--- src/rgw_pkg.sv ---
package rgw_pkg;
    localparam int          CLK_HZ        = 25_000_000;
    localparam int          BAUD_FAST     = 57_600;
    localparam int          BAUD_SLOW     = 9_600;
    // nearest whole divisor; the error stays well under one percent
    localparam logic [11:0] DIV_FAST      = 12'((CLK_HZ + BAUD_FAST / 2) / BAUD_FAST);
    localparam logic [11:0] DIV_SLOW      = 12'((CLK_HZ + BAUD_SLOW / 2) / BAUD_SLOW);
    localparam int          DATA_BITS     = 8;
    localparam logic [7:0]  CHAR_STX      = 8'h02;
    localparam logic [7:0]  CHAR_ETX      = 8'h03;
    localparam logic [2:0]  MODE_GW_HS    = 3'h2;
    localparam logic [11:0] MAX_LEN_HS    = 12'(4000);
    localparam logic [11:0] MAX_LEN_NOHS  = 12'(123);
    localparam int          CTRL_READY    = 0;
    localparam int          CTRL_EXT_IN1  = 1;
    localparam logic [7:0]  CTRL_RESET    = 8'h00;
    localparam int          FIFO_DEPTH    = 16;

    typedef struct packed {
        logic       last;
        logic [7:0] data;
    } rgw_byte_t;

    typedef enum logic [1:0] {TXF_IDLE, TXF_BODY, TXF_END} rgw_txf_t;
    typedef enum logic [1:0] {RXS_IDLE, RXS_START, RXS_BITS, RXS_STOP} rgw_rxs_t;
endpackage : rgw_pkg

--- src/rgw_gateway_port.sv ---
`timescale 1ns/1ns

module rgw_fifo
    import rgw_pkg::*;
#(
    parameter int WIDTH = 9,
    parameter int DEPTH = FIFO_DEPTH
) (
    input  wire logic             i_clk,
    input  wire logic             i_rst,
    input  wire logic             i_ce,
    input  wire logic             i_valid,
    output logic                  o_ready,
    input  wire logic [WIDTH-1:0] i_data,
    output logic                  o_valid,
    input  wire logic             i_ready,
    output logic      [WIDTH-1:0] o_data
);
    localparam int AW = $clog2(DEPTH);
    // refused at elaboration: the pointer wrap bit only works for a power of two
    if (DEPTH < 2 || (1 << AW) != DEPTH) begin : g_bad_depth
        $error("fifo depth must be a power of two");
    end

    logic [WIDTH-1:0] mem [DEPTH];
    logic [AW:0]      wr_ptr;
    logic [AW:0]      rd_ptr;
    wire              full  = (wr_ptr[AW] != rd_ptr[AW]) && (wr_ptr[AW-1:0] == rd_ptr[AW-1:0]);
    wire              empty = (wr_ptr == rd_ptr);
    wire              push  = i_ce && i_valid && !full;
    wire              pop   = i_ce && i_ready && !empty;

    assign o_ready = !full;
    assign o_valid = !empty;
    assign o_data  = mem[rd_ptr[AW-1:0]];

    always_ff @(posedge i_clk) begin
        if (push) mem[wr_ptr[AW-1:0]] <= i_data;
    end

    always_ff @(posedge i_clk or posedge i_rst) begin
        if (i_rst) begin
            wr_ptr <= '0;
            rd_ptr <= '0;
        end else begin
            if (push) wr_ptr <= wr_ptr + 1'b1;
            if (pop) rd_ptr <= rd_ptr + 1'b1;
        end
    end
endmodule : rgw_fifo

module rgw_gateway_port
    import rgw_pkg::*;
(
    input  wire logic       i_clk,
    input  wire logic       i_rst,
    input  wire logic       i_ce,
    input  wire logic [2:0] i_mode_sel,
    input  wire logic       i_rate_slow,
    input  wire logic       i_no_handshake,
    input  wire logic       i_external_input_one,
    input  wire logic       i_cmd_valid,
    output logic            o_cmd_ready,
    input  wire rgw_byte_t  i_cmd,
    output logic            o_txd,
    input  wire logic       i_rxd,
    output logic            o_rx_valid,
    output rgw_byte_t       o_rx,
    output logic            o_rx_overflow,
    output logic            o_handshake_mode,
    output logic [7:0]      o_ctrl_bits
);
    // ---------------- mode and rate selection
    wire         mode_locked = (i_mode_sel == MODE_GW_HS);
    wire  [11:0] bit_div     = (mode_locked || !i_rate_slow) ? DIV_FAST : DIV_SLOW;
    wire         hs_mode     = mode_locked || !i_no_handshake;
    wire  [11:0] len_limit   = hs_mode ? MAX_LEN_HS : MAX_LEN_NOHS;
    assign o_handshake_mode = hs_mode;

    // ---------------- control bits: the input is only reported, nothing acts on it
    always_ff @(posedge i_clk or posedge i_rst) begin
        if (i_rst) o_ctrl_bits <= CTRL_RESET;
        else if (i_ce) begin
            o_ctrl_bits               <= CTRL_RESET;
            o_ctrl_bits[CTRL_READY]   <= 1'b1;
            o_ctrl_bits[CTRL_EXT_IN1] <= i_external_input_one;
        end
    end

    // ---------------- command buffer
    rgw_byte_t q_cmd;
    logic      q_valid;
    logic      q_pop;
    rgw_fifo #(.WIDTH($bits(rgw_byte_t)), .DEPTH(FIFO_DEPTH)) u_fifo (
        .i_clk   (i_clk),
        .i_rst   (i_rst),
        .i_ce    (i_ce),
        .i_valid (i_cmd_valid),
        .o_ready (o_cmd_ready),
        .i_data  (i_cmd),
        .o_valid (q_valid),
        .i_ready (q_pop),
        .o_data  (q_cmd)
    );

    // ---------------- transmit framer
    rgw_txf_t    txf;
    rgw_txf_t    next_txf;
    logic [9:0]  tx_shift;
    logic [3:0]  tx_bits;
    logic [11:0] tx_cnt;
    wire         tx_free  = (tx_bits == 4'h0);
    wire         ld_stx   = tx_free && txf == TXF_IDLE && q_valid;
    wire         ld_data  = tx_free && txf == TXF_BODY && q_valid;
    wire         ld_etx   = tx_free && txf == TXF_END;
    wire         tx_load  = i_ce && (ld_stx || ld_data || ld_etx);
    wire  [7:0]  tx_byte  = ld_stx ? CHAR_STX : (ld_etx ? CHAR_ETX : q_cmd.data);
    assign q_pop    = ld_data;
    assign next_txf = ld_stx ? TXF_BODY :
                      (ld_data && q_cmd.last) ? TXF_END :
                      ld_etx ? TXF_IDLE : txf;

    always_ff @(posedge i_clk or posedge i_rst) begin
        if (i_rst) begin
            txf      <= TXF_IDLE;
            tx_shift <= '1;
            tx_bits  <= 4'h0;
            tx_cnt   <= 12'h000;
        end else if (i_ce) begin
            txf <= next_txf;
            if (tx_load) begin
                tx_shift <= {1'b1, tx_byte, 1'b0};
                tx_bits  <= 4'ha;
                tx_cnt   <= bit_div - 12'h001;
            end else if (!tx_free) begin
                if (tx_cnt == 12'h000) begin
                    tx_shift <= {1'b1, tx_shift[9:1]};
                    tx_bits  <= tx_bits - 4'h1;
                    tx_cnt   <= bit_div - 12'h001;
                end else tx_cnt <= tx_cnt - 12'h001;
            end
        end
    end
    assign o_txd = tx_shift[0];

    // ---------------- receiver
    rgw_rxs_t    rxs;
    logic        rxd_q;
    logic [11:0] rx_cnt;
    logic [2:0]  rx_idx;
    logic [7:0]  rx_sh;
    logic        rx_in_frame;
    logic [11:0] rx_len;
    wire         rx_tick   = (rx_cnt == 12'h000);
    wire         rx_char   = i_ce && rxs == RXS_STOP && rx_tick && rxd_q;
    wire         is_stx    = rx_sh == CHAR_STX;
    wire         is_etx    = rx_sh == CHAR_ETX;
    wire         rx_full   = rx_len >= len_limit;
    wire         rx_keep   = rx_char && rx_in_frame && !is_stx;

    always_ff @(posedge i_clk or posedge i_rst) begin
        if (i_rst) begin
            rxs    <= RXS_IDLE;
            rxd_q  <= 1'b1;
            rx_cnt <= 12'h000;
            rx_idx <= 3'h0;
            rx_sh  <= 8'h00;
        end else if (i_ce) begin
            rxd_q  <= i_rxd;
            rx_cnt <= rx_tick ? bit_div - 12'h001 : rx_cnt - 12'h001;
            unique case (rxs)
                RXS_IDLE: if (!rxd_q) begin
                    rxs    <= RXS_START;
                    rx_cnt <= {1'b0, bit_div[11:1]};      // aim at mid bit
                end
                RXS_START: if (rx_tick) rxs <= rxd_q ? RXS_IDLE : RXS_BITS;
                RXS_BITS: if (rx_tick) begin
                    rx_sh  <= {rxd_q, rx_sh[7:1]};
                    rx_idx <= rx_idx + 3'h1;
                    if (rx_idx == 3'(DATA_BITS - 1)) rxs <= RXS_STOP;
                end
                RXS_STOP: if (rx_tick) rxs <= RXS_IDLE;  // low stop bit drops the char
            endcase
        end
    end

    always_ff @(posedge i_clk or posedge i_rst) begin
        if (i_rst) begin
            rx_in_frame   <= 1'b0;
            rx_len        <= 12'h000;
            o_rx_valid    <= 1'b0;
            o_rx          <= '0;
            o_rx_overflow <= 1'b0;
        end else if (i_ce) begin
            o_rx_valid    <= rx_keep && (is_etx || !rx_full);
            o_rx_overflow <= rx_keep && !is_etx && rx_full;
            if (rx_char && is_stx) begin
                rx_in_frame <= 1'b1;
                rx_len      <= 12'h000;
            end else if (rx_keep) begin
                // the end marker closes the string and is passed as a flagged empty byte
                o_rx <= '{last: is_etx, data: is_etx ? 8'h00 : rx_sh};
                if (is_etx || rx_full) rx_in_frame <= 1'b0;
                else rx_len <= rx_len + 12'h001;
            end
        end
    end

    // ---------------- checks
    a_start_low: assert property (@(posedge i_clk) disable iff (i_rst)
        tx_load |=> !o_txd) else $error("start bit not low");
    a_stx_leads: assert property (@(posedge i_clk) disable iff (i_rst)
        (tx_load && txf == TXF_IDLE) |-> tx_byte == CHAR_STX)
        else $error("frame not opened by start char");
    a_etx_closes: assert property (@(posedge i_clk) disable iff (i_rst)
        (i_ce && ld_data && q_cmd.last) |=> txf == TXF_END)
        else $error("end char not scheduled");
    a_rate_lock: assert property (@(posedge i_clk) disable iff (i_rst)
        mode_locked |-> bit_div == DIV_FAST && o_handshake_mode)
        else $error("mode 2 not locked");
    a_stop_high: assert property (@(posedge i_clk) disable iff (i_rst)
        (i_ce && !tx_free && tx_bits == 4'h1) |-> o_txd)
        else $error("stop bit not high");
    a_spare_zero: assert property (@(posedge i_clk) disable iff (i_rst)
        o_ctrl_bits[7:2] == 6'h00) else $error("spare control bit set");
    a_ext_report: assert property (@(posedge i_clk) disable iff (i_rst)
        i_ce |=> o_ctrl_bits[CTRL_EXT_IN1] == $past(i_external_input_one))
        else $error("input one not reported");
    a_len_bound: assert property (@(posedge i_clk) disable iff (i_rst)
        o_rx_valid && !o_rx.last |-> rx_len <= len_limit)
        else $error("string longer than limit");
    c_frame_sent: cover property (@(posedge i_clk) disable iff (i_rst) i_ce && ld_etx);
    c_frame_rcvd: cover property (@(posedge i_clk) disable iff (i_rst) o_rx_valid && o_rx.last);
    c_overflow:   cover property (@(posedge i_clk) disable iff (i_rst) o_rx_overflow);
endmodule : rgw_gateway_port

--- config.mk ---
export PLATFORM = sky130hd
export DESIGN_NAME = rgw_gateway_port
export DESIGN_NICKNAME = d
export VERILOG_FILES = /design/src/rgw_pkg.sv /design/src/rgw_gateway_port.sv
export SDC_FILE = /design/constraint.sdc
export NUM_CORES = 1
export LEC_CHECK = 0
export ABC_CLOCK_PERIOD_IN_PS = 7400
export BUFFER_PORTS_ARGS = -buffer_cell sky130_fd_sc_hd__buf_4
export CORE_MARGIN = 2
export CORE_UTILIZATION = 40
export CTS_BUF_LIST = sky130_fd_sc_hd__clkbuf_16
export CTS_CLUSTER_SIZE = 12
export DETAILED_ROUTE_END_ITERATION = 8
export GPL_TIMING_DRIVEN = 0
export PLACE_DENSITY_LB_ADDON = 0.15
export SLEW_MARGIN = 15
export SYNTH_ARGS = -nofsm -noshare
export SYNTH_HDL_FRONTEND = slang
export SYNTH_SLANG_ARGS = --single-unit
--- constraint.sdc ---
create_clock -name i_clk -period 7.4 [get_ports i_clk]
set_input_delay 0.74 -clock i_clk [delete_from_list [all_inputs] [get_ports i_clk]]
set_output_delay 0.74 -clock i_clk [all_outputs]
set_load 0.02 [all_outputs]
* Word-level counts from Yosys, hierarchy flattened
Memory sizes are Yosys's and may differ from the RTL's.
Index checks and enable logic that the tools add are counted.
W data, S select, Z words.
** Cells by class
- $add $sub $neg :: 8
- Magnitude comparators :: 1
- Equal/unequal tests :: 19
- Multiplexer cells :: 35
- Bitwise operators :: 1
- Reduce and logical (&&, ||, !) cells :: 51
** Operator list (count)
- $mux W12 :: 11
- $sub A12 B1 Y12 const B :: 3
- $mux W10 :: 3
- $logic_not A12 Y1 :: 2
- $mux W8 :: 3
- $logic_and A1 B1 Y1 :: 21
- $mux W2 :: 9
- $eq A8 B2 Y1 const B :: 2
- $reduce_and A3 Y1 :: 5
- $add A12 B1 Y12 const B :: 1
- $ge A12 B12 Y1 :: 1
- $mux W4 :: 3
- $ne A2 B2 Y1 const B :: 6
- $add A5 B1 Y5 const B :: 2
- $pmux W2 S4 :: 1
- $logic_not A1 Y1 :: 7
- $eq A2 B2 Y1 const B :: 3
- $logic_or A1 B1 Y1 :: 6
- $reduce_and A6 Y1 :: 1
- $reduce_bool A2 Y1 :: 3
- $eq A5 B5 Y1 :: 1
- $mux W1 :: 5
- $eq A2 B1 Y1 const B :: 2
- $eq A4 B4 Y1 :: 1
- 11 further kinds :: 13
** Storage, ports and cells
- Register bits :: 90
- Bits in writable memories :: 144
- Input port bits :: 20
- Output and inout port bits :: 22
- Word-level logic and storage cells :: 134
- Memories kept :: 1
** Memories
- u_fifo.mem :: depth 16, width 9, rd ports 1, clocked after Yosys merged registers in 0, wr ports 1, RTL line rgw_gateway_port.sv:25 : logic [WIDTH-1:0] mem [DEPTH];

* Logic depth before layout (Yosys ltp)
- Depth in word-level cells :: 8
- Gate-level depth with buffers :: 12

* Hierarchy
Synthesis repeated with hierarchy kept, for this count alone.
** Second synthesis, totals
- Cells, all modules :: 793
- Area, all modules :: 10657.7 um2
** Modules (own cells, without submodules)
- rgw_fifo :: instances 1, cells each 326, area each 6291.0 um2, seq. area each 4574.4 um2
- rgw_gateway_port :: instances 1, cells each 467, area each 4366.7 um2, seq. area each 1989.4 um2

* Worst setup path before layout
OpenSTA, ideal clock, no wires.
- Path type :: in2reg
- From :: input port i_mode_sel[0]
- To :: register rx_len[0]
- Library setup time :: 125 ps
- Arrival time :: 3143 ps
- Setup slack :: 4132 ps
- Stages on the path :: 11
- Path buffers :: 0
- Path through :: or3b_1 -> and2_1 -> inv_1 -> ha_1 -> o41ai_1 -> a221oi_1 -> o22ai_1 -> a221oi_4 -> nor3_4 -> nor2_2 -> mux2_4
** Between the ends
- Longest elaborated chain between the ends :: 7
** Ends and longest elaborated chain
- start, declared :: RTL line rgw_gateway_port.sv:58 : input wire logic [2:0] i_mode_sel,
- $eq A3 B2 Y1 :: RTL line rgw_gateway_port.sv:74 : wire mode_locked = (i_mode_sel == MODE_GW_HS);
- $logic_or A1 B1 Y1 :: RTL line rgw_gateway_port.sv:76 : wire hs_mode = mode_locked || !i_no_handshake;
- $mux W12 :: RTL line rgw_gateway_port.sv:77 : wire [11:0] len_limit = hs_mode ? MAX_LEN_HS : MAX_LEN_NOHS;
- $ge A12 B12 Y1 :: RTL line rgw_gateway_port.sv:158 : wire rx_full = rx_len >= len_limit;
- $logic_or A1 B1 Y1 :: RTL line rgw_gateway_port.sv:203 : if (is_etx || rx_full) rx_in_frame <= 1'b0;
- $ne A2 B2 Y1 (no source line)
- $reduce_and A3 Y1 (no source line)
- end signal, assigned :: RTL line rgw_gateway_port.sv:204 : else rx_len <= rx_len + 12'h001;
- end, declared :: RTL line rgw_gateway_port.sv:153 : logic [11:0] rx_len;
No other way between the ends.
A chain may end at the register's enable or synchronous reset.

* Worst setup path in the final report
Same ends and word-level chain as after synthesis.

==> flow_metrics.py <==
metrics = {
    "global_route": {
        "grt_pass1_vias": 6503,
        "antenna_found_initial": 0,
        "overflow": 0,
        "grt_max_degree": 58,
        "grt_pass1_wl_um": 35900,
        "groute.usage.overall_pct": 16.2,
    },
    "clock_network": {
        "holdBufCountCts": 0,
        "cts_tree": "built",
        "insertion_delay_ns": 0.54,
        "numCtsBuffers": 25,
        "post_cts_buffers": 0,
        "htreeDepth": 1,
        "clkSinkCount": 233,
        "root_buffer": "clkbuf_16",
        "cts_resized": 0,
        "clk_pin_slew_ns": 0.06,
        "ctsLongestPathBuffers": 3,
    },
    "setup_path": {
        "critical_path_arrival_ns": 3.70,
        "crit_type": "in2reg",
        "critical_path.cell_chain": "buf_4 > or3b_1 > and2_1 > inv_1 > ha_1 > o41ai_1 > a221oi_1 > o22ai_1 > a221oi_4 > nor3_4 > nor2_2 > mux2_4",
        "cpPeakStageDelay_ns": 0.42,
        "critPathCaptureType": "flop",
        "crit_slowest_cell": "or3b_1",
        "crit_fanout": 8,
        "cp-start-kind": "input port",
        "critPathRequiredTime_ns": 7.80,
    },
    "floorplanning": {
        "rows": 59,
        "chipWidth_um": 166,
        "io-pin-count": 42,
        "die_h_um": 166,
        "initial_core_util_pct": 40.4,
        "core_region_area_um2": 25900,
        "dieArea_um2": 27500,
    },
    "drt": {
        "vias": 6333,
        "drc": 0,
        "routed_wirelength_um": 22200,
        "wl_per_cell_um": 18.8,
        "viasPerCell": 5.38,
        "drt-pass1-iter-count": 5,
        "ant_nets": 0,
        "drtIter0Drc": 480,
    },
    "sta": {
        "hold_viol": 0,
        "setup_viol": 0,
        "worst_slack_ns": 4.10,
        "worst_pin_slew_ns": 1.12,
        "relSlewSlack_pct": 25.4,
        "final_max_slew_viol_count": 0,
        "skew_ns": 0.0221,
        "min_period_ns": 3.30,
        "finalCritPeriodShare_pct": 44.6,
        "rsz0062_at_grt": "no",
        "fin_setup_tns_ns": 0,
        "fmax_ghz": 0.303,
    },
    "logic_synthesis": {
        "synthesis.area_um2": 10500,
        "ys_async_sr_fraction_pct": 38.2,
        "synth_cell_types": 70,
        "synth_edf_count": 144,
        "synth-seq-cells": 233,
        "avgSynthCellArea_um2": 14.0,
        "yosys_most_used_dff": "edfxtp_1",
        "synth_cells": 751,
        "ys_warn_count": 0,
        "yosysSeqAreaShare_pct": 62.6,
    },
    "run": {
        "max-cap-violations": 0,
    },
    "cells_and_area": {
        "syn2layout_area_growth_pct": 14.4,
        "stdcell_count": 1177,
        "layout.nets": 862,
        "postLayoutCellArea_um2": 12000,
        "drive_above_1_share_pct": 22.2,
        "final_core_util_pct": 46.3,
        "diodes": 0,
        "fillCellCount": 2296,
    },
    "min_path": {
        "hold_path_class": "in2async",
    },
    "placement": {
        "io_buffer_count": 35,
        "dp_hpwl_um": 15000,
        "detailed_place.area_um2": 11300,
        "place_inst": 1131,
        "place_ws_ns": 3.56,
        "gp_congestion": 0.782,
    },
    "outcome": {
        "outcome": "finished clean",
    },
    "power_and_ir_drop": {
        "power_per_cell_area_nw_per_um2": 312,
        "peakVddDrop_mv": 0.185,
        "p_leak_nw": 4.55,
    },
}
[synth_stat cells (2+ instances only)]
| library cell | number | share of area [%] |
|---|---|---|
| o21ai_0 | 38 | 1.8 |
| edfxtp_1 | 144 | 41 |
| clkbuf_1 | 13 | 0.47 |
| a21oi_1 | 40 | 1.9 |
| and3_1 | 4 | 0.24 |
| a21bo_2 | 4 | 0.38 |
| xnor2_1 | 13 | 1.1 |
| a22o_1 | 6 | 0.50 |
| o21ai_2 | 2 | 0.17 |
| nor4_1 | 4 | 0.24 |
| a211oi_1 | 11 | 0.79 |
| a21o_1 | 2 | 0.14 |
| nor2b_1 | 12 | 0.72 |
| nor3_1 | 18 | 0.86 |
| inv_1 | 22 | 0.79 |
| buf_4 | 7 | 0.50 |
| and2_1 | 9 | 0.54 |
| o31ai_1 | 6 | 0.43 |
| nand2_1 | 42 | 1.5 |
| nor3_4 | 2 | 0.31 |
| a21bo_1 | 2 | 0.19 |
| buf_1 | 2 | 0.072 |
| nand4_1 | 8 | 0.48 |
| o22a_1 | 4 | 0.33 |
| mux2_2 | 23 | 2.5 |
| o2bb2ai_1 | 2 | 0.17 |
| dfstp_2 | 10 | 2.5 |
| dfrtp_1 | 79 | 19 |
| o211ai_1 | 2 | 0.14 |
| a31oi_1 | 7 | 0.42 |
| nand2b_1 | 7 | 0.42 |
| mux4_2 | 38 | 8.2 |
| nor2_1 | 60 | 2.1 |
| or3_1 | 9 | 0.54 |
| o21a_1 | 3 | 0.21 |
| a22oi_1 | 5 | 0.36 |
| or2_2 | 2 | 0.12 |
| mux2i_1 | 8 | 0.76 |
| nand3_1 | 14 | 0.67 |
| xor2_1 | 5 | 0.42 |
| ha_1 | 19 | 2.3 |
| buf_2 | 15 | 0.72 |
[registers in the layout, summed over array words and instances (netlist names), 4 cells and up, named ones only]
name           count
u_fifo.mem       144
rx_cnt            12
u_fifo.wr_ptr      5
rx_len            12
u_fifo.rd_ptr      5
tx_shift           9
o_rx               9
tx_bits            4
rx_sh              8
tx_cnt            12
[metal layers]
metal | global-route usage [%] | up-vias | wire (um)
met5 | 0 | - | 0
met3 | 2.55 | 38 | 919
met1 | 22.3 | 3183 | 10000
met2 | 26.9 | 133 | 10700
met4 | 4.23 | 0 | 486
li1 | - | 2979 | -
[layout make-up]
cell class	instances	area [um^2]	share of cell area, %
multi-input combinational	463	3680	30.7
tap	335	419	3.50
clock buffer	25	626	5.22
sequential	233	6560	54.7
buffer	38	195	1.63
clock inverter	21	96.3	0.804
timing repair buffer	40	328	2.73
inverter	22	85.1	0.710
[layout by cell type, fill, tap and decap left out, drive strengths merged, types with 5 or more instances in the layout]
master / synthesis / routed
a21oi: 40 / 40
a21bo: 6 / 6
and2: 10 / 10
clkinv: 0 / 6
nor2b: 12 / 12
edfxtp: 144 / 144
mux4: 38 / 38
o21ai: 40 / 40
a22o: 6 / 6
xnor2: 13 / 13
ha: 19 / 19
a22oi: 6 / 6
nand3: 15 / 15
or3: 9 / 9
nand2b: 7 / 7
nor3: 21 / 21
nand4: 9 / 9
dfrtp: 79 / 79
nand2: 42 / 42
a211oi: 11 / 11
dfstp: 10 / 10
nor4: 5 / 5
mux2: 24 / 24
conb: 1 / 6
buf: 25 / 65
inv: 22 / 37
xor2: 5 / 5
a31oi: 8 / 8
clkbuf: 13 / 38
mux2i: 8 / 8
o31ai: 6 / 6
nor2: 61 / 61
[critical path: cells and delay by family]
kind            cells  cell delay, ns
mux                 1            0.29
buf+inv             2            0.22
simple gates        4            1.22
fa+ha+maj           1            0.24
compound gates      4            1.00
[per-stage QoR]
stage | power, mW | hold slack [ns]
2_1_floorplan | 2.38 | 0.448
3_3_place_gp | 2.62 | 0.454
3_5_place_dp | 2.66 | 0.466
4_1_cts | 3.78 | 0.231
5_1_grt | 3.95 | 0.249
6_report | 3.74 | 0.223
[cell families after synthesis]
family	count (synthesis)	synth area share [%]
xor+xnor	18	1.50
compound gates	145	9.11
flops	233	62.6
buf+inv	60	2.65
mux	70	11.5
other cells	1	0.0358
simple gates	205	10.2
fa+ha+maj	19	2.27
[where the power goes]
part | total, mW | switching, mW | internal [mW]
sequential | 1.69 | 0.129 | 1.56
clock | 1.10 | 0.492 | 0.611
combinational | 0.941 | 0.523 | 0.418
[worst paths after layout]
check                            startpoint  slack (ns)                end  cells after the start
max                           i_mode_sel[0]        4.10          rx_len[0]                     12
min                                   i_rst        0.22          rx_len[6]                      2
max reg2reg                u_fifo.wr_ptr[2]        4.34  u_fifo.mem[15][7]                      8
min reg2reg                       rx_idx[0]        0.47          rx_idx[0]                      1
max in group asynchronous             i_rst        6.49        tx_shift[0]                      3
min in group i_clk                    i_rxd        0.46              rxd_q                      2
Power figures use the tool's default switching activity.
